File: src/include/framer_pkg.sv
// Constants for the configuration, status and point-cloud framer
package framer_pkg;
  localparam logic [7:0] CMD_CONFIG = 8'h08;
  localparam logic [7:0] CMD_HEALTH = 8'h09;
  localparam int CFG_BYTES = 47;
  localparam int STS_BYTES = 54;
  localparam int HDR_BYTES = 42;
  localparam int SEQ_BYTES = 4;
  localparam int PKT_BYTES_OFF = 1194;
  localparam int PKT_BYTES_ON = 1198;
  localparam int TAIL_BYTES_OFF = 22;
  localparam int TAIL_BYTES_ON = 26;
  localparam logic [15:0] UDP_HDR_BYTES = 16'h0008;
  localparam logic [15:0] IP_HDR_BYTES = 16'h0014;
  localparam logic [15:0] UDP_LEN_ON = 16'h04B6;
  localparam logic [31:0] OWN_IP_RST = 32'hC0A801C9;
  localparam logic [31:0] NETMASK_RST = 32'hFFFFFF00;
  localparam logic [31:0] GATEWAY_RST = 32'h00000000;
  localparam logic [31:0] DEST_IP_RST = 32'hFFFFFFFF;
  localparam logic [15:0] PC_PORT_RST = 16'h0940;
  localparam logic [15:0] GPS_PORT_RST = 16'h277E;
  localparam logic [15:0] SPIN_RST = 16'h0258;
  localparam logic [15:0] AZ_BEGIN_RST = 16'h0000;
  localparam logic [15:0] AZ_END_RST = 16'h8CA0;
  localparam logic [15:0] SRC_PORT = 16'h2710;
  localparam logic [15:0] ETHERTYPE = 16'h0800;
  localparam logic [15:0] IP_VER_TOS = 16'h4500;
  localparam logic [15:0] IP_FLAGS = 16'h4000;
  localparam logic [15:0] IP_TTL_PROTO = 16'h4011;
  localparam logic [7:0] CLK_GPS = 8'h00;
  localparam logic [7:0] CLK_PTP = 8'h01;
  localparam logic [3:0] SEL_OWN_IP = 4'h0;
  localparam logic [3:0] SEL_NETMASK = 4'h1;
  localparam logic [3:0] SEL_GATEWAY = 4'h2;
  localparam logic [3:0] SEL_DEST_IP = 4'h3;
  localparam logic [3:0] SEL_PC_PORT = 4'h4;
  localparam logic [3:0] SEL_GPS_PORT = 4'h5;
  localparam logic [3:0] SEL_SPIN = 4'h6;
  localparam logic [3:0] SEL_SYNC_EN = 4'h7;
  localparam logic [3:0] SEL_SYNC_AZ = 4'h8;
  localparam logic [3:0] SEL_AZ_BEGIN = 4'h9;
  localparam logic [3:0] SEL_AZ_END = 4'hA;
  localparam logic [3:0] SEL_CLK_SRC = 4'hB;
  localparam logic [3:0] SEL_SEQ_EN = 4'hC;
  localparam int CLK_HZ = 200_000_000;
  localparam int FIFO_DEPTH = 4;
  localparam int FIFO_WIDTH = 9;
  typedef enum logic [2:0] {ST_IDLE, ST_CFG, ST_STS, ST_HDR, ST_PAY, ST_SEQ} state_t;
endpackage : framer_pkg

File: src/verilog/sensor_config_status_udp_framer.sv
// Query responder and point-cloud UDP framer with output byte FIFO
`timescale 1ns/1ps
`default_nettype none

module byte_fifo #(
  parameter int WIDTH = 9,
  parameter int DEPTH = 4
) (
  input wire logic clk_sys_in, // System clock
  input wire logic rstn_in, // Async reset, active low
  input wire logic in_valid_in, // Write request
  output logic in_ready_out, // Not full
  input wire logic [WIDTH-1:0] in_data_in, // Write data
  output logic out_valid_out, // Not empty
  input wire logic out_ready_in, // Read accept
  output logic [WIDTH-1:0] out_data_out // Head word
);
  localparam int AW = $clog2(DEPTH);
  logic [WIDTH-1:0] mem [DEPTH];
  logic [AW-1:0] wr_ptr;
  logic [AW-1:0] rd_ptr;
  logic [AW:0] count;
  wire push = in_valid_in & in_ready_out;
  wire pop = out_valid_out & out_ready_in;
  assign in_ready_out = (count != DEPTH[AW:0]);
  assign out_valid_out = (count != '0);
  assign out_data_out = mem[rd_ptr];
  always_ff @(posedge clk_sys_in or negedge rstn_in)
  begin
    if (!rstn_in)
    begin
      wr_ptr <= '0;
      rd_ptr <= '0;
      count <= '0;
    end
    else
    begin
      if (push)
        wr_ptr <= (wr_ptr == AW'(DEPTH - 1)) ? '0 : wr_ptr + 1'b1;
      if (pop)
        rd_ptr <= (rd_ptr == AW'(DEPTH - 1)) ? '0 : rd_ptr + 1'b1;
      count <= count + (AW+1)'(push) - (AW+1)'(pop);
    end
  end
  always_ff @(posedge clk_sys_in)
  begin
    if (push)
      mem[wr_ptr] <= in_data_in;
  end
endmodule : byte_fifo

// Functional notes
// - Command 0x8 with empty payload returns the configuration record.
// - Config record: IPs, ports, spin, sync, azimuths, clock, sequence, 16 reserved.
// - Own IP resets to 192.168.1.201, netmask to 255.255.255.0.
// - Destination IP resets to broadcast 255.255.255.255.
// - Point-cloud port resets to 2368 and is reported in config record.
// - GPS port resets to 10110; effective only with satellite clock source.
// - Sync enable resets to zero; one locks sync azimuth to pulse-per-second with satellite clock source only.
// - Points pass only between begin and end azimuth; defaults 0 and 36000.
// - Clock source: zero satellite, one precision-time; resets to zero.
// - Sequence enable resets off; one adds sequence field to every packet.
// - Command 0x9 with empty payload returns the status record.
// - Status record starts with uptime seconds then live rotation speed.
// - Then eight four-byte temperatures in 0.01 C, then 16 reserved bytes.
// - Temperature order: base two, emitter, receiver two, upper three.
// - Sequence on: packet 1194 to 1198 bytes, tail 22 to 26.
// - Sequence on: UDP length 0x04B6, followed by two-byte checksum.
// - Header starts broadcast MAC, source MAC, ethertype 0x08 0x00.
// - UDP source port 0x2710, destination port defaulting 0x0940.
// - Twenty-byte IPv4 header follows the ethertype.
// - Sequence field of four bytes appended after existing tail.
// - Sequence counts packets from 1 to 0xFFFFFFFF, least byte first.
module sensor_config_status_udp_framer
  import framer_pkg::*;
#(
  parameter int TICKS_PER_SEC = CLK_HZ,
  parameter logic [47:0] SRC_MAC = 48'h02_00_00_00_00_01 // Arbitrary value
) (
  input wire logic clk_sys_in, // System clock
  input wire logic rstn_in, // Async reset, active low
  input wire logic cmd_valid_in, // Host query present
  input wire logic [7:0] cmd_code_in, // Query command code
  output logic cmd_ready_out, // Query taken when idle
  input wire logic cfg_we_in, // Configuration write strobe
  input wire logic [3:0] cfg_sel_in, // Configuration field select
  input wire logic [31:0] cfg_data_in, // Field value, low bits used
  input wire logic [15:0] motor_speed_in, // Live rotation speed
  input wire logic temp_we_in, // Temperature write strobe
  input wire logic [2:0] temp_idx_in, // Temperature slot
  input wire logic [31:0] temp_data_in, // Temperature, 0.01 C
  input wire logic pkt_start_in, // Start point-cloud packet
  output logic pkt_ready_out, // Packet start taken when idle and no query present
  input wire logic pay_valid_in, // Packet body byte valid
  input wire logic [7:0] pay_data_in, // Packet body byte
  input wire logic pay_last_in, // Last body byte
  output logic pay_ready_out, // Body byte taken
  input wire logic point_valid_in, // Azimuth sample valid
  input wire logic [15:0] azimuth_in, // Azimuth, 0.01 degree
  output logic point_pass_out, // Sample inside window
  output logic sync_lock_out, // Lock sync azimuth to PPS
  output logic [15:0] sync_azimuth_out, // Sync azimuth
  output logic ptp_select_out, // Clock source is PTP
  output logic gps_port_valid_out, // GPS port in effect
  output logic [15:0] gps_port_out, // GPS destination port
  output logic [15:0] spin_out, // Rotation setpoint
  output logic [31:0] uptime_out, // Uptime seconds
  output logic tx_valid_out, // Output byte valid
  output logic [7:0] tx_data_out, // Output byte
  output logic tx_last_out, // Last byte of message
  output logic tx_is_pkt_out, // Byte belongs to point cloud
  input wire logic tx_ready_in // Output sink ready
);
  state_t state;
  state_t next_state;
  logic [31:0] own_ip;
  logic [31:0] netmask;
  logic [31:0] gateway;
  logic [31:0] dest_ip;
  logic [15:0] pc_port;
  logic [15:0] gps_port;
  logic [15:0] spin;
  logic [7:0] sync_en;
  logic [15:0] sync_az;
  logic [15:0] az_begin;
  logic [15:0] az_end;
  logic [7:0] clk_src;
  logic [7:0] seq_en;
  logic [31:0] temps [8];
  logic [31:0] uptime;
  logic [31:0] uptime_snap;
  logic [31:0] tick;
  logic [31:0] seq_num;
  logic [10:0] idx;
  logic pkt_mode;
  logic fifo_ready;
  logic [FIFO_WIDTH:0] fifo_out;

  // Record images, first byte in the top bits
  wire [CFG_BYTES*8-1:0] cfg_vec = {own_ip, netmask, gateway, dest_ip,
    pc_port, gps_port, spin, sync_en, sync_az, az_begin, az_end, clk_src, seq_en, 128'h0};
  wire [STS_BYTES*8-1:0] sts_vec = {uptime_snap, motor_speed_in, temps[0], temps[1],
    temps[2], temps[3], temps[4], temps[5], temps[6], temps[7], 128'h0};
  wire seq_on = (seq_en == 8'h01);
  wire [15:0] body_len = seq_on ? 16'(PKT_BYTES_ON) : 16'(PKT_BYTES_OFF);
  wire [15:0] udp_len = body_len + UDP_HDR_BYTES;
  wire [15:0] ip_len = udp_len + IP_HDR_BYTES;
  wire [19:0] ip_sum = 20'(IP_VER_TOS) + 20'(ip_len) + 20'(IP_FLAGS) + 20'(IP_TTL_PROTO)
    + 20'(own_ip[31:16]) + 20'(own_ip[15:0]) + 20'(dest_ip[31:16]) + 20'(dest_ip[15:0]);
  wire [16:0] ip_fold = 17'(ip_sum[15:0]) + 17'(ip_sum[19:16]);
  wire [15:0] ip_csum = ~(ip_fold[15:0] + 16'(ip_fold[16]));
  wire [HDR_BYTES*8-1:0] hdr_vec = {48'hFFFF_FFFF_FFFF, SRC_MAC, ETHERTYPE,
    IP_VER_TOS, ip_len, 16'h0000, IP_FLAGS, IP_TTL_PROTO, ip_csum, own_ip, dest_ip,
    SRC_PORT, pc_port, udp_len, 16'h0000};
  wire [7:0] cfg_byte = cfg_vec[(CFG_BYTES-1-int'(idx))*8 +: 8];
  wire [7:0] sts_byte = sts_vec[(STS_BYTES-1-int'(idx))*8 +: 8];
  wire [7:0] hdr_byte = hdr_vec[(HDR_BYTES-1-int'(idx))*8 +: 8];
  wire [7:0] seq_byte = seq_num[int'(idx[1:0])*8 +: 8];

  wire cmd_take = (state == ST_IDLE) && cmd_valid_in &&
    ((cmd_code_in == CMD_CONFIG) || (cmd_code_in == CMD_HEALTH));
  wire pkt_take = (state == ST_IDLE) && !cmd_valid_in && pkt_start_in;
  assign cmd_ready_out = (state == ST_IDLE);
  assign pkt_ready_out = (state == ST_IDLE) && !cmd_valid_in;
  assign pay_ready_out = (state == ST_PAY) && fifo_ready;

  wire cfg_end = (idx == 11'(CFG_BYTES - 1));
  wire sts_end = (idx == 11'(STS_BYTES - 1));
  wire hdr_end = (idx == 11'(HDR_BYTES - 1));
  wire seq_end = (idx == 11'(SEQ_BYTES - 1));
  wire pay_push = pay_valid_in && pay_ready_out;
  wire gen_push = fifo_ready && ((state == ST_CFG) || (state == ST_STS) ||
    (state == ST_HDR) || (state == ST_SEQ));
  wire push = gen_push || pay_push;
  wire [7:0] push_data = (state == ST_CFG) ? cfg_byte :
    (state == ST_STS) ? sts_byte :
    (state == ST_HDR) ? hdr_byte :
    (state == ST_SEQ) ? seq_byte : pay_data_in;
  wire push_last = ((state == ST_CFG) && cfg_end) || ((state == ST_STS) && sts_end) ||
    ((state == ST_PAY) && pay_last_in && !seq_on) || ((state == ST_SEQ) && seq_end);
  wire step_end = push && push_last;

  always_comb
  begin
    next_state = state;
    case (state)
      ST_IDLE:
      begin
        if (cmd_take)
          next_state = (cmd_code_in == CMD_CONFIG) ? ST_CFG : ST_STS;
        else if (pkt_take)
          next_state = ST_HDR;
      end
      ST_CFG, ST_STS:
      begin
        if (step_end)
          next_state = ST_IDLE;
      end
      ST_HDR:
      begin
        if (push && hdr_end)
          next_state = ST_PAY;
      end
      ST_PAY:
      begin
        if (pay_push && pay_last_in)
          next_state = seq_on ? ST_SEQ : ST_IDLE;
      end
      ST_SEQ:
      begin
        if (step_end)
          next_state = ST_IDLE;
      end
      default:
        next_state = ST_IDLE;
    endcase
  end

  wire idx_clear = (state != next_state);
  wire seq_wrap = (seq_num == 32'hFFFF_FFFF);
  wire sec_tick = (tick == 32'(TICKS_PER_SEC - 1));
  wire cfg_wr_ok = cfg_we_in;

  always_ff @(posedge clk_sys_in or negedge rstn_in)
  begin
    if (!rstn_in)
    begin
      state <= ST_IDLE;
      idx <= '0;
      pkt_mode <= 1'b0;
    end
    else
    begin
      state <= next_state;
      idx <= idx_clear ? '0 : (push ? idx + 1'b1 : idx);
      if (pkt_take)
        pkt_mode <= 1'b1;
      else if (cmd_take)
        pkt_mode <= 1'b0;
    end
  end

  // Configuration store
  always_ff @(posedge clk_sys_in or negedge rstn_in)
  begin
    if (!rstn_in)
    begin
      own_ip <= OWN_IP_RST;
      netmask <= NETMASK_RST;
      gateway <= GATEWAY_RST;
      dest_ip <= DEST_IP_RST;
      pc_port <= PC_PORT_RST;
      gps_port <= GPS_PORT_RST;
      spin <= SPIN_RST;
      sync_en <= 8'h00;
      sync_az <= 16'h0000;
      az_begin <= AZ_BEGIN_RST;
      az_end <= AZ_END_RST;
      clk_src <= CLK_GPS;
      seq_en <= 8'h00;
    end
    else if (cfg_wr_ok)
    begin
      case (cfg_sel_in)
        SEL_OWN_IP: own_ip <= cfg_data_in;
        SEL_NETMASK: netmask <= cfg_data_in;
        SEL_GATEWAY: gateway <= cfg_data_in;
        SEL_DEST_IP: dest_ip <= cfg_data_in;
        SEL_PC_PORT: pc_port <= cfg_data_in[15:0];
        SEL_GPS_PORT: gps_port <= cfg_data_in[15:0];
        SEL_SPIN: spin <= cfg_data_in[15:0];
        SEL_SYNC_EN: sync_en <= cfg_data_in[7:0];
        SEL_SYNC_AZ: sync_az <= cfg_data_in[15:0];
        SEL_AZ_BEGIN: az_begin <= cfg_data_in[15:0];
        SEL_AZ_END: az_end <= cfg_data_in[15:0];
        SEL_CLK_SRC: clk_src <= cfg_data_in[7:0];
        SEL_SEQ_EN: seq_en <= cfg_data_in[7:0];
        default: own_ip <= own_ip;
      endcase
    end
  end

  always_ff @(posedge clk_sys_in)
  begin
    if (temp_we_in)
      temps[temp_idx_in] <= temp_data_in;
  end

  // Uptime, packet sequence and derived controls
  always_ff @(posedge clk_sys_in or negedge rstn_in)
  begin
    if (!rstn_in)
    begin
      tick <= '0;
      uptime <= '0;
      uptime_snap <= '0;
      seq_num <= 32'h0000_0001;
      point_pass_out <= 1'b0;
    end
    else
    begin
      tick <= sec_tick ? '0 : tick + 1'b1;
      if (sec_tick)
        uptime <= uptime + 1'b1;
      if (cmd_take)
        uptime_snap <= uptime;
      if ((state == ST_SEQ) && step_end)
        seq_num <= seq_wrap ? 32'h0000_0001 : seq_num + 1'b1;
      if (point_valid_in)
        point_pass_out <= (azimuth_in >= az_begin) && (azimuth_in <= az_end);
    end
  end

  assign sync_lock_out = (sync_en == 8'h01) && (clk_src == CLK_GPS);
  assign sync_azimuth_out = sync_az;
  assign ptp_select_out = (clk_src == CLK_PTP);
  assign gps_port_valid_out = (clk_src == CLK_GPS);
  assign gps_port_out = gps_port;
  assign spin_out = spin;
  assign uptime_out = uptime;
  assign tx_data_out = fifo_out[7:0];
  assign tx_last_out = fifo_out[8];

  // Packet flag rides in the FIFO word, so it stays with its own bytes
  assign tx_is_pkt_out = fifo_out[FIFO_WIDTH];

  byte_fifo #(
    .WIDTH(FIFO_WIDTH + 1),
    .DEPTH(FIFO_DEPTH)
  ) out_fifo (
    .clk_sys_in(clk_sys_in),
    .rstn_in(rstn_in),
    .in_valid_in(push),
    .in_ready_out(fifo_ready),
    .in_data_in({pkt_mode, push_last, push_data}),
    .out_valid_out(tx_valid_out),
    .out_ready_in(tx_ready_in),
    .out_data_out(fifo_out)
  );

  config_query_a: assert property (@(posedge clk_sys_in) disable iff (!rstn_in)
    (cmd_take && cmd_code_in == CMD_CONFIG) |=> (state == ST_CFG) && (idx == 11'h000))
    else $error("config query not started");
  health_query_a: assert property (@(posedge clk_sys_in) disable iff (!rstn_in)
    (cmd_take && cmd_code_in == CMD_HEALTH) |=> (state == ST_STS))
    else $error("status query not started");
  config_length_a: assert property (@(posedge clk_sys_in) disable iff (!rstn_in)
    (state == ST_CFG && push) |-> (push_last == (idx == 11'd46)))
    else $error("config record length wrong");
  status_length_a: assert property (@(posedge clk_sys_in) disable iff (!rstn_in)
    (state == ST_STS && push) |-> (push_last == (idx == 11'd53)))
    else $error("status record length wrong");
  reset_defaults_a: assert property (@(posedge clk_sys_in)
    $rose(rstn_in) |-> own_ip == 32'hC0A801C9 && netmask == 32'hFFFFFF00 && dest_ip == 32'hFFFFFFFF)
    else $error("address defaults wrong");
  udp_length_a: assert property (@(posedge clk_sys_in) disable iff (!rstn_in)
    (state == ST_HDR && idx == 11'd38) |-> seq_on == (push_data == 8'h04 && hdr_vec[31:16] == 16'h04B6))
    else $error("udp length wrong");
  sequence_step_a: assert property (@(posedge clk_sys_in) disable iff (!rstn_in)
    (state == ST_SEQ && step_end && !seq_wrap) |=> seq_num == $past(seq_num) + 32'h1)
    else $error("sequence number not advanced");
  tail_bytes_a: assert property (@(posedge clk_sys_in) disable iff (!rstn_in)
    (state == ST_PAY && pay_push && pay_last_in && seq_on) |=> (state == ST_SEQ)[*4])
    else $error("sequence tail too short");
  azimuth_window_a: assert property (@(posedge clk_sys_in) disable iff (!rstn_in)
    (point_valid_in && azimuth_in > az_end) |=> !point_pass_out)
    else $error("point outside window passed");
  query_flag_a: assert property (@(posedge clk_sys_in) disable iff (!rstn_in)
    (state == ST_CFG || state == ST_STS) |-> !pkt_mode)
    else $error("query bytes marked as packet");
endmodule : sensor_config_status_udp_framer

`default_nettype wire

File: config.mk
export PLATFORM = sky130hd
export DESIGN_NAME = sensor_config_status_udp_framer
export DESIGN_NICKNAME = d
export VERILOG_FILES = /design/src/include/framer_pkg.sv /design/src/verilog/sensor_config_status_udp_framer.sv
export SDC_FILE = /design/constraint.sdc
export NUM_CORES = 1
export LEC_CHECK = 0
export ABC_AREA = 0
export BUFFER_PORTS_ARGS = -buffer_cell sky130_fd_sc_hd__buf_2
export CAP_MARGIN = 20
export CORE_MARGIN = 2
export CORE_UTILIZATION = 40
export DETAILED_ROUTE_END_ITERATION = 6
export GPL_ROUTABILITY_DRIVEN = 0
export PLACE_DENSITY_LB_ADDON = 0.3
export REMOVE_ABC_BUFFERS = 1
export SKIP_LAST_GASP = 1
export SLEW_MARGIN = 25
export SYNTH_ARGS = -nofsm -noshare
export SYNTH_HDL_FRONTEND = slang
export SYNTH_SLANG_ARGS = --single-unit
File: constraint.sdc
create_clock -name clk_sys_in -period 14.5 [get_ports clk_sys_in]
set_input_delay 0.725 -clock clk_sys_in [delete_from_list [all_inputs] [get_ports clk_sys_in]]
set_output_delay 0.725 -clock clk_sys_in [all_outputs]
set_load 0.03 [all_outputs]
Word level (Yosys, flattened, before mapping) --
Memories as Yosys holds them, arrays and structs flattened. Index checks and enable logic that the tools add are counted.
Word-level totals: flip-flop bits (word level) 399, memory bits (writable) 296, bits of input ports 129, output and inout port bits 98, memories 2
Cells by class: add/subtract/negate cells 22, $lt $le $gt $ge 2, equal/unequal tests 32, shift operators 4, mux-type cells 25, bitwise logic cells 3, reduce and logical (&&, ||, !) cells 48
Memory list:
- temps | words 8, width 32, read ports 8, clocked after Yosys merged registers in 0, write ports 1, line sensor_config_status_udp_framer.sv:129 | logic [31:0] temps [8];
- out_fifo.mem | words 4, width 10, read ports 1, clocked after Yosys merged registers in 0, write ports 1, line sensor_config_status_udp_framer.sv:19 | logic [WIDTH-1:0] mem [DEPTH];
Operators by type and width (number):
- 432-bit by 15-bit variable part select with 8-bit output | 1
- 376-bit by 15-bit variable part select with 8-bit output | 1
- 336-bit by 15-bit variable part select with 8-bit output | 1
- 32-bit by 1-bit adder with 32-bit output (second input constant) | 3
- 32-bit two-way mux | 2
- 20-bit by 16-bit adder with 20-bit output | 2
- 6-bit by 11-bit subtractor with 12-bit output (first input constant) | 3
- 11-bit by 6-bit equality test with 1-bit output (second input constant) | 3
- 32-bit by 28-bit equality test with 1-bit output (second input constant) | 1
- 32-bit equality test (second input constant) | 1
- 8-bit two-way mux | 4
- 32-bit by 6-bit variable part select with 8-bit output | 1
- 2-bit AND reduction | 13
- 8-bit by 1-bit equality test with 1-bit output (second input constant) | 3
- 11-bit two-way mux | 2
- 3-bit two-way mux | 7
- 19-bit by 16-bit adder with 20-bit output | 1
- 4-bit equality test (second input constant) | 5
- 18-bit by 16-bit adder with 19-bit output | 1
- 17-bit by 15-bit adder with 18-bit output (second input constant) | 1
- 1-bit logical AND | 18
- 16-bit by 15-bit adder with 17-bit output (second input constant) | 1
- 16-bit by 4-bit adder with 17-bit output | 1
- 15-bit by 13-bit adder with 16-bit output (first input constant) | 1
- other kinds (33) | 59

Depth between registers and ports, before layout --
Gate-level depths: netlist of run 1.
depth after elaboration 18, depth in mapped cells 36, gate-level depth less buffers 36

Modules after synthesis --
A second synthesis of run 1 with hierarchy kept.
Unflattened totals: cell total of the unflattened synthesis 2751, area, all modules 35580.4 µm²
Modules (own cells, without submodules):
- sensor_config_status_udp_framer | times used 1, cells each 2660, area an instance 33666.0 µm², seq. area each 17608.1 µm²
- byte_fifo | times used 1, cells each 91, area an instance 1914.3 µm², seq. area each 1376.3 µm²

Least setup slack after synthesis of run 1 --
OpenSTA, ideal clock, no wires.
path kind register to register, start reg own_ip[3], end mem out_fifo.mem[0][1] in the netlist's numbering (data pin), data arrival time 7842 ps, required time 14321 ps, slack 6478 ps, cell stages (with the launch flop) 36, path buffers 0, cells stage by stage dfstp_2 inv_1 fa_1 inv_1 fa_1 inv_1 fa_1 inv_1 fa_1 a21o_2 a22oi_1 a211o_1 o21bai_1 a21o_1 a21oi_1 nor2_1 nor2_1 nor2b_1 o21a_1 ha_1 a21o_1 and3_1 nand3_1 nor4b_1 nand3_1 nor3_1 ha_1 and3_1 or3b_2 or3_4 a31oi_2 xnor2_1 a211oi_1 a2111oi_0 nor4_1 a21oi_1
Between the ends: word-level cells in the longest chain between the ends 10
Ends and longest elaborated chain:
- from (decl) | line sensor_config_status_udp_framer.sv:116 | logic [31:0] own_ip;
- from (signal assigned) | line sensor_config_status_udp_framer.sv:265 | SEL_OWN_IP: own_ip <= cfg_data_in;
- from (signal assigned) | line sensor_config_status_udp_framer.sv:278 | default: own_ip <= own_ip;
- 19-bit by 16-bit adder with 20-bit output | line sensor_config_status_udp_framer.sv:149 | + 20'(own_ip[31:16]) + 20'(own_ip[15:0]) + 20'(dest_ip[31:16]) + 20'(dest_ip[15:0]);
- 20-bit by 16-bit adder with 20-bit output (2 in series) | line sensor_config_status_udp_framer.sv:149
- 16-bit by 4-bit adder with 17-bit output | line sensor_config_status_udp_framer.sv:150 | wire [16:0] ip_fold = 17'(ip_sum[15:0]) + 17'(ip_sum[19:16]);
- 16-bit by 1-bit adder with 16-bit output | line sensor_config_status_udp_framer.sv:151 | wire [15:0] ip_csum = ~(ip_fold[15:0] + 16'(ip_fold[16]));
- 16-bit NOT | line sensor_config_status_udp_framer.sv:151
- 336-bit by 15-bit variable part select with 8-bit output | line sensor_config_status_udp_framer.sv:157 | wire [7:0] hdr_byte = hdr_vec[(HDR_BYTES-1-int'(idx))*8 +: 8];
- 8-bit two-way mux | line sensor_config_status_udp_framer.sv:177 | (state == ST_HDR) ? hdr_byte :
- 8-bit two-way mux | line sensor_config_status_udp_framer.sv:176 | (state == ST_STS) ? sts_byte :
- 8-bit two-way mux | line sensor_config_status_udp_framer.sv:175 | wire [7:0] push_data = (state == ST_CFG) ? cfg_byte :
- named net out_fifo.in_data_in[1] | line sensor_config_status_udp_framer.sv:13 | input wire logic [WIDTH-1:0] in_data_in,
- to (decl) | line sensor_config_status_udp_framer.sv:19
The timed path passes the listed nets, and every way through them passes these cells.

Worst setup path in the final report of run 1 --
start reg seq_en[4], end mem out_fifo.mem[2][1] in the netlist's numbering (data pin)
Between the ends: word-level cells in the longest chain between the ends 18
Ends and longest elaborated chain:
- from (decl) | line sensor_config_status_udp_framer.sv:128 | logic [7:0] seq_en;
- from (signal assigned) | line sensor_config_status_udp_framer.sv:277 | SEL_SEQ_EN: seq_en <= cfg_data_in[7:0];
- 8-bit by 1-bit equality test with 1-bit output * | line sensor_config_status_udp_framer.sv:144 | wire seq_on = (seq_en == 8'h01);
- 3-bit two-way mux * | line sensor_config_status_udp_framer.sv:145 | wire [15:0] body_len = seq_on ? 16'(PKT_BYTES_ON) : 16'(PKT_BYTES_OFF);
- 11-bit by 4-bit adder with 12-bit output * | line sensor_config_status_udp_framer.sv:146 | wire [15:0] udp_len = body_len + UDP_HDR_BYTES;
- 12-bit by 5-bit adder with 13-bit output | line sensor_config_status_udp_framer.sv:147 | wire [15:0] ip_len = udp_len + IP_HDR_BYTES;
- 15-bit by 13-bit adder with 16-bit output | line sensor_config_status_udp_framer.sv:148 | wire [19:0] ip_sum = 20'(IP_VER_TOS) + 20'(ip_len) + 20'(IP_FLAGS) + 20'(IP_TTL_PROTO)
- 16-bit by 15-bit adder with 17-bit output | line sensor_config_status_udp_framer.sv:148
- 17-bit by 15-bit adder with 18-bit output | line sensor_config_status_udp_framer.sv:148
- 18-bit by 16-bit adder with 19-bit output | line sensor_config_status_udp_framer.sv:149
- [... 3 more ...]
- 16-bit by 4-bit adder with 17-bit output | line sensor_config_status_udp_framer.sv:150
- 16-bit by 1-bit adder with 16-bit output | line sensor_config_status_udp_framer.sv:151
- 16-bit NOT | line sensor_config_status_udp_framer.sv:151
- 336-bit by 15-bit variable part select with 8-bit output * | line sensor_config_status_udp_framer.sv:157
- 8-bit two-way mux * | line sensor_config_status_udp_framer.sv:177
- 8-bit two-way mux * | line sensor_config_status_udp_framer.sv:176
- 8-bit two-way mux * | line sensor_config_status_udp_framer.sv:175
- named net out_fifo.in_data_in[1] | line sensor_config_status_udp_framer.sv:13
The timed path passes the listed nets; every way through them passes the cells marked *.

==> results of run 1 <==
==> cell families (layout without fill, tap and decap cells) <==
| group | Yosys count | after routing | synth area share, % |
|---|---|---|---|
| flops | 695 | 695 | 53.3 |
| simple gates | 651 | 651 | 8.75 |
| buf+inv | 310 | 581 | 3.51 |
| mux | 443 | 443 | 19.1 |
| compound gates | 334 | 334 | 6.34 |
| xor+xnor | 147 | 147 | 3.69 |
| fa+ha+maj | 129 | 129 | 5.31 |
| other cells | 0 | 2 | 0 |
==> worst register-to-register path, delay by kind of cell (launching register included) <==
kind | cells | cell delay [ns]
buffers and inverters | 3 | 0.33
xor gates and xnor gates | 1 | 0.20
AOI/OAI and AO/OA | 12 | 2.50
DFF | 1 | 0.40
adders and majority gates | 6 | 2.35
and+or+nand+nor | 14 | 3.42
==> synthesized netlist by cell type, drive strengths merged, types with 56 or more instances <==
| cell | number | area share, % |
|---|---|---|
| a21oi | 59 | 0.83 |
| buf | 57 | 0.84 |
| clkbuf | 85 | 0.90 |
| dfrtp | 310 | 22 |
| dfstp | 89 | 6.6 |
| edfxtp | 296 | 25 |
| ha | 92 | 3.2 |
| inv | 168 | 1.8 |
| mux2 | 217 | 6.9 |
| mux2i | 57 | 1.6 |
| mux4 | 169 | 11 |
| nand2 | 252 | 2.7 |
| nand3 | 67 | 0.95 |
| nor2 | 138 | 1.5 |
| o21ai | 104 | 1.5 |
| xnor2 | 91 | 2.3 |
| xor2 | 56 | 1.4 |
==> final timing paths <==
kind	endpoint	start	depth (start not counted)	slack [ns]
max	out_fifo.mem[2][1]	seq_en[4]	36	5.08
min	point_pass_out	point_valid_in	2	0.28
max reg2reg	out_fifo.mem[2][1]	seq_en[4]	36	5.08
min reg2reg	uptime_snap[3]	uptime_snap[3]	2	0.47
max in group asynchronous	own_ip[12]	rstn_in	5	11.67
min in group asynchronous	uptime_out[6]	rstn_in	2	0.56
==> per-stage QoR <==
step,util (%),instance area (um2)
CTS,45.9,40600
finish,46.0,40600
global route,46.0,40600
detailed placement,43.0,38000
floorplan,-,35000
global placement,43.0,38000
==> report_power, final <==
group          internal, mW  leakage, nW  switching, mW
Clock                  1.10         1.22          0.841
Sequential             2.41         7.64          0.256
Combinational          2.11         7.78           3.12
==> per-layer routing <==
layer / up-vias / global-route usage, % / wire [um]
li1: 10400 / - / -
met1: 12000 / 27.3 / 39300
met2: 757 / 37.0 / 49500
met3: 190 / 3.78 / 5840
met4: 14 / 7.20 / 2980
met5: - / 0 / 85
==> cell type report <==
class / instances / area share, %
multi-input cells: 1704 / 38.1
diodes: 2 / 0.0123
clock buffers: 105 / 5.15
repair buffers: 269 / 3.71
well taps: 1165 / 3.59
inverters: 168 / 1.55
flip-flops and latches: 695 / 46.8
clock inverters: 39 / 1.10
==> state kept, by name, summed over array words and instances, names as in the netlist, 32 cells and up <==
signal	flops
temps	256
tick	32
gateway	32
uptime_out	32
own_ip	32
dest_ip	32
uptime_snap	32
netmask	32
seq_num	32
out_fifo.mem	40
==> reports/metrics.cfg, run 1 <==
[finish]
nFillCells = 7853
final_common_cell = dfrtp_1
finalNonFillerCells = 4147
layout-drive-gt1-share_pct = 30.5
syn2layout_area_growth_pct = 14.0
regArea_um2 = 19000
multi_input_area_um2 = 15500
nets = 3173
most-common-layout-cells = dfrtp_1, edfxtp_1, nand2_1

[clocking]
cts-root-buf = clkbuf_16
clk_latency_ns = 0.66
postCtsSetupRepairBufs = 0
cts_hold_buf = 0
post_cts_resized = 0
clock-sinks = 695
clk_path_buf_depth = 3
cts_tree = done
numCtsBuffers = 77
htreeDepth = 3
clk_pin_slew_ns = 0.06

[floorplanning]
dieArea_um2 = 91500
start_util_pct = 40.3
die_w_um = 302
core_um2 = 88400
die_h_um = 302
ios = 227
row_count = 109

[critical_path]
slowest_stage = fa_1
slowest_delay_ns = 0.53
path_delay_family = simple AND/OR/NAND/NOR gates
path_buf_inv = 3
criticalPathCategory = reg -> reg
cp.arrival_ns = 9.87
required_ns = 14.95
start_kind = flop
path_max_fanout = 6
end_kind = flop

[logic_synthesis]
synth_ff_type = dfrtp_1
syn_inst = 2709
synth_edf_count = 296
syn_area_per_cell_um2 = 13.2
yosys_warnings = 0
synth_cell_types = 91
synth_seq_area_share_pct = 53.3
syn_area_um2 = 35600
ys_seq_elements = 695
async_flop_share_pct = 57.4

[sta]
period_share_pct = 64.9
relSlewSlack_pct = 28.9
setup_viol = 0
maxSlewViolCount = 0
max_freq_ghz = 0.106
fin_ws_ns = 5.08
fin_skew_ns = 0.0565
period_minus_slack_ns = 9.42
rsz0062_at_grt = false
fin_tns_setup_ns = 0
finalHoldViolations = 0
whs_ns = 0.279
tightest_slew_ns = 1.06

[worst_hold_path]
hold_path_class = in -> reg

[detailed_routing]
vias = 23400
drc = 0
routedWlPerCell_um = 23.6
first_pass_iters = 6
wirelength_um = 97700
ant_nets = 0
initialDrtViolationCount = 2176
vias_per_cell = 5.63

[pwr]
static-leakage-power_nw = 16.6
fin_total_pwr_mw = 9.83
power_density_nw_per_um2 = 242
ir_worst_vdd_mv = 0.234

[place]
port_buffers = 226
place_worst_setup_slack_ns = 5.21
dpl.cell_count = 3999
dp_hpwl_um = 68000

[global_route]
grt_pass1_wl_um = 149000
antenna_found_initial = 11
grt_max_degree = 123
grt_overflow_total = 0
grt_pass1_vias = 24400
grt.total_usage_pct = 21.4

[status]
status = completed

[job]
cap_viol_max_count = 0

(Power assumes the default switching activity.)
==> run 2: changes to the inputs <==
clock period = 8.6 ns   (was 14.5 ns; I/O delays follow)
==> reports/metrics.cfg, run 2 (synthesized netlist as in run 1, its figures left out) <==
[status]
status = completed  ; unchanged

[finish]
final_common_cell = dfrtp_1  ; unchanged
finalNonFillerCells = 4154  ; was 4,147
most-common-layout-cells = dfrtp_1, edfxtp_1, nand2_1  ; unchanged
layout-drive-gt1-share_pct = 31.3  ; was 30.5%
syn2layout_area_growth_pct = 14.5  ; was 14.0%
regArea_um2 = 19000  ; about the same
nets = 3181  ; was 3,173
reg.largest.list = temps (256), out_fifo.mem (40)  ; unchanged
largest_register = temps  ; unchanged
largest_reg_flops = 256  ; unchanged
nFillCells = 7850  ; was 7,853
multi_input_area_um2 = 15600  ; was 15,500 um2

[clocking]
clk_latency_ns = 0.65  ; was 0.66 ns
numCtsBuffers = 77  ; unchanged
clock-sinks = 695  ; unchanged
clk_pin_slew_ns = 0.06  ; about the same
cts_tree = done  ; unchanged
htreeDepth = 3  ; unchanged
clk_path_buf_depth = 3  ; unchanged
cts-root-buf = clkbuf_16  ; unchanged

[place]
dpl.cell_count = 4003  ; was 3,999
dp_hpwl_um = 67700  ; was 68,000 um
port_buffers = 226  ; unchanged

[critical_path]
r2r-end = out_fifo.mem[3][1]  ; was out_fifo.mem[2][1]
reg2regPathDepth = 36  ; unchanged
slowest_delay_ns = 0.54  ; was 0.53 ns
path_max_fanout = 4  ; was 6
required_ns = 8.92  ; was 14.95 ns
cp-endpoint = out_fifo.mem[3][1]  ; was out_fifo.mem[2][1]
startpoint = seq_en[1]  ; was seq_en[4]
slowest_stage = fa_1  ; unchanged
criticalPathCategory = reg -> reg  ; unchanged
start_kind = flop  ; unchanged
rr_startpoint = seq_en[1]  ; was seq_en[4]
reg2reg_slack_ns = 0.33  ; was 5.08 ns
end_kind = flop  ; unchanged
cp.arrival_ns = 8.59  ; was 9.87 ns

[sta]
fin_skew_ns = 0.0317  ; was 0.0565 ns
period_minus_slack_ns = 8.27  ; was 9.42 ns
max_freq_ghz = 0.121  ; was 0.106 GHz
finalHoldViolations = 0  ; unchanged
relSlewSlack_pct = 25.2  ; was 28.9%
setup_viol = 0  ; unchanged
period_share_pct = 96.1  ; was 64.9%
tightest_slew_ns = 1.12  ; was 1.06 ns
maxSlewViolCount = 0  ; unchanged

[pwr]
static-leakage-power_nw = 16.7  ; was 16.6 nW
fin_total_pwr_mw = 16.5  ; was 9.83 mW
ir_worst_vdd_mv = 0.346  ; was 0.234 mV
power_density_nw_per_um2 = 405  ; was 242 nW/um2

[global_route]
globalRoute.busiestLayer = met2  ; unchanged
grtUsageMet3_pct = 3.43  ; was 3.78%
grt_overflow_total = 0  ; unchanged
use_met2_pct = 36.4  ; was 37.0%
grt.total_usage_pct = 21.5  ; was 21.4%
gr-usage-met1_pct = 27.9  ; was 27.3%
grt_pass1_wl_um = 150000  ; was 149,000 um
antenna_found_initial = 10  ; was 11
grt_pass1_vias = 24300  ; was 24.4k
grt_max_degree = 189  ; was 123

[detailed_routing]
wirelength_um = 97500  ; was 97,700 um
vias_per_cell = 5.64  ; was 5.63
drc = 0  ; unchanged
ant_nets = 0  ; unchanged
first_pass_iters = 7  ; was 6
vias = 23400  ; about the same
routedWlPerCell_um = 23.5  ; was 23.6 um
initialDrtViolationCount = 1913  ; was 2,176

[floorplanning]
die_w_um = 302  ; unchanged
core_um2 = 88400  ; unchanged
start_util_pct = 40.3  ; unchanged
dieArea_um2 = 91500  ; unchanged
row_count = 109  ; unchanged
die_h_um = 302  ; unchanged
ios = 227  ; unchanged

[job]
cap_viol_max_count = 0  ; unchanged

[worst_hold_path]
hold_path_class = in -> reg  ; unchanged

[run 2: cell type report]
type                       instances  area share, %
antenna                            3         0.0184
clock buffer                     108           5.20
clock inverter                    34           1.03
inverter                         168           1.55
multi-input combinational       1704           38.2
sequential                       695           46.6
tap                             1165           3.57
timing repair buffer             277           3.87
[run 2: through the flow]
| stage | hold slack, ns | area (um2) | setup TNS (ns) | util [%] | setup WS (ns) |
|---|---|---|---|---|---|
| after floorplan | 0.134 | 35000 | -143.92 | - | -3.17 |
| after global placement | 0.448 | 38100 | 0 | 43.1 | 0.0593 |
| after detailed placement | 0.454 | 38100 | -0.410 | 43.1 | -0.0592 |
| after CTS | 0.0347 | 40700 | 0 | 46.0 | 0.0362 |
| after global routing | 0.0517 | 40800 | -1.76 | 46.2 | -0.0907 |
| final | 0.0656 | 40800 | 0 | 46.2 | 0.333 |
[run 2: what timing repair did]
| item | 4_1_cts | 5_1_grt |
|---|---|---|
| hold buffers | 2 | 0 |
| resized for setup | 2 | 14 |
| endpoints found under the setup margin | 12 | 32 |
| pin swaps | 0 | 7 |
| endpoints found under the hold margin | 93 | 0 |
| buffers inserted | 0 | 3 |
[run 2: where the power goes]
part / switching, mW / internal [mW]
combinational: 5.18 / 3.56
clock: 1.40 / 1.87
sequential: 0.437 / 4.06
total: 7.01 / 9.49
[run 2: worst min path at each step]
stage | from | to | slack, ns | cells past startpoint
finish | temp_data_in[30] | temps[4][30] | 0.07 | 1
detailed placement | uptime_snap[7] | uptime_snap[7] | 0.45 | 2
CTS | temp_data_in[9] | temps[2][9] | 0.03 | 1
global route | temp_data_in[9] | temps[0][9] | 0.05 | 1
global placement | uptime_snap[29] | uptime_snap[29] | 0.45 | 2
floorplan | rstn_in | az_begin[0] | 0.13 | 0
[run 2: worst max-delay path: cells and delay by family (launching register included)]
family                     cells  cell delay, ns
adders and majority gates      6            2.23
AOI/OAI and AO/OA             12            1.89
and+or+nand+nor               14            3.00
buffers and inverters          3            0.24
xor gates and xnor gates       1            0.12
DFF                            1            0.44
[run 2: metal layers]
layer | vias to the layer above | share of wire (%)
li1 | 10400 | -
met1 | 12000 | 41
met2 | 806 | 50
met3 | 202 | 6.0
met4 | 10 | 3.7
met5 | - | 0.067
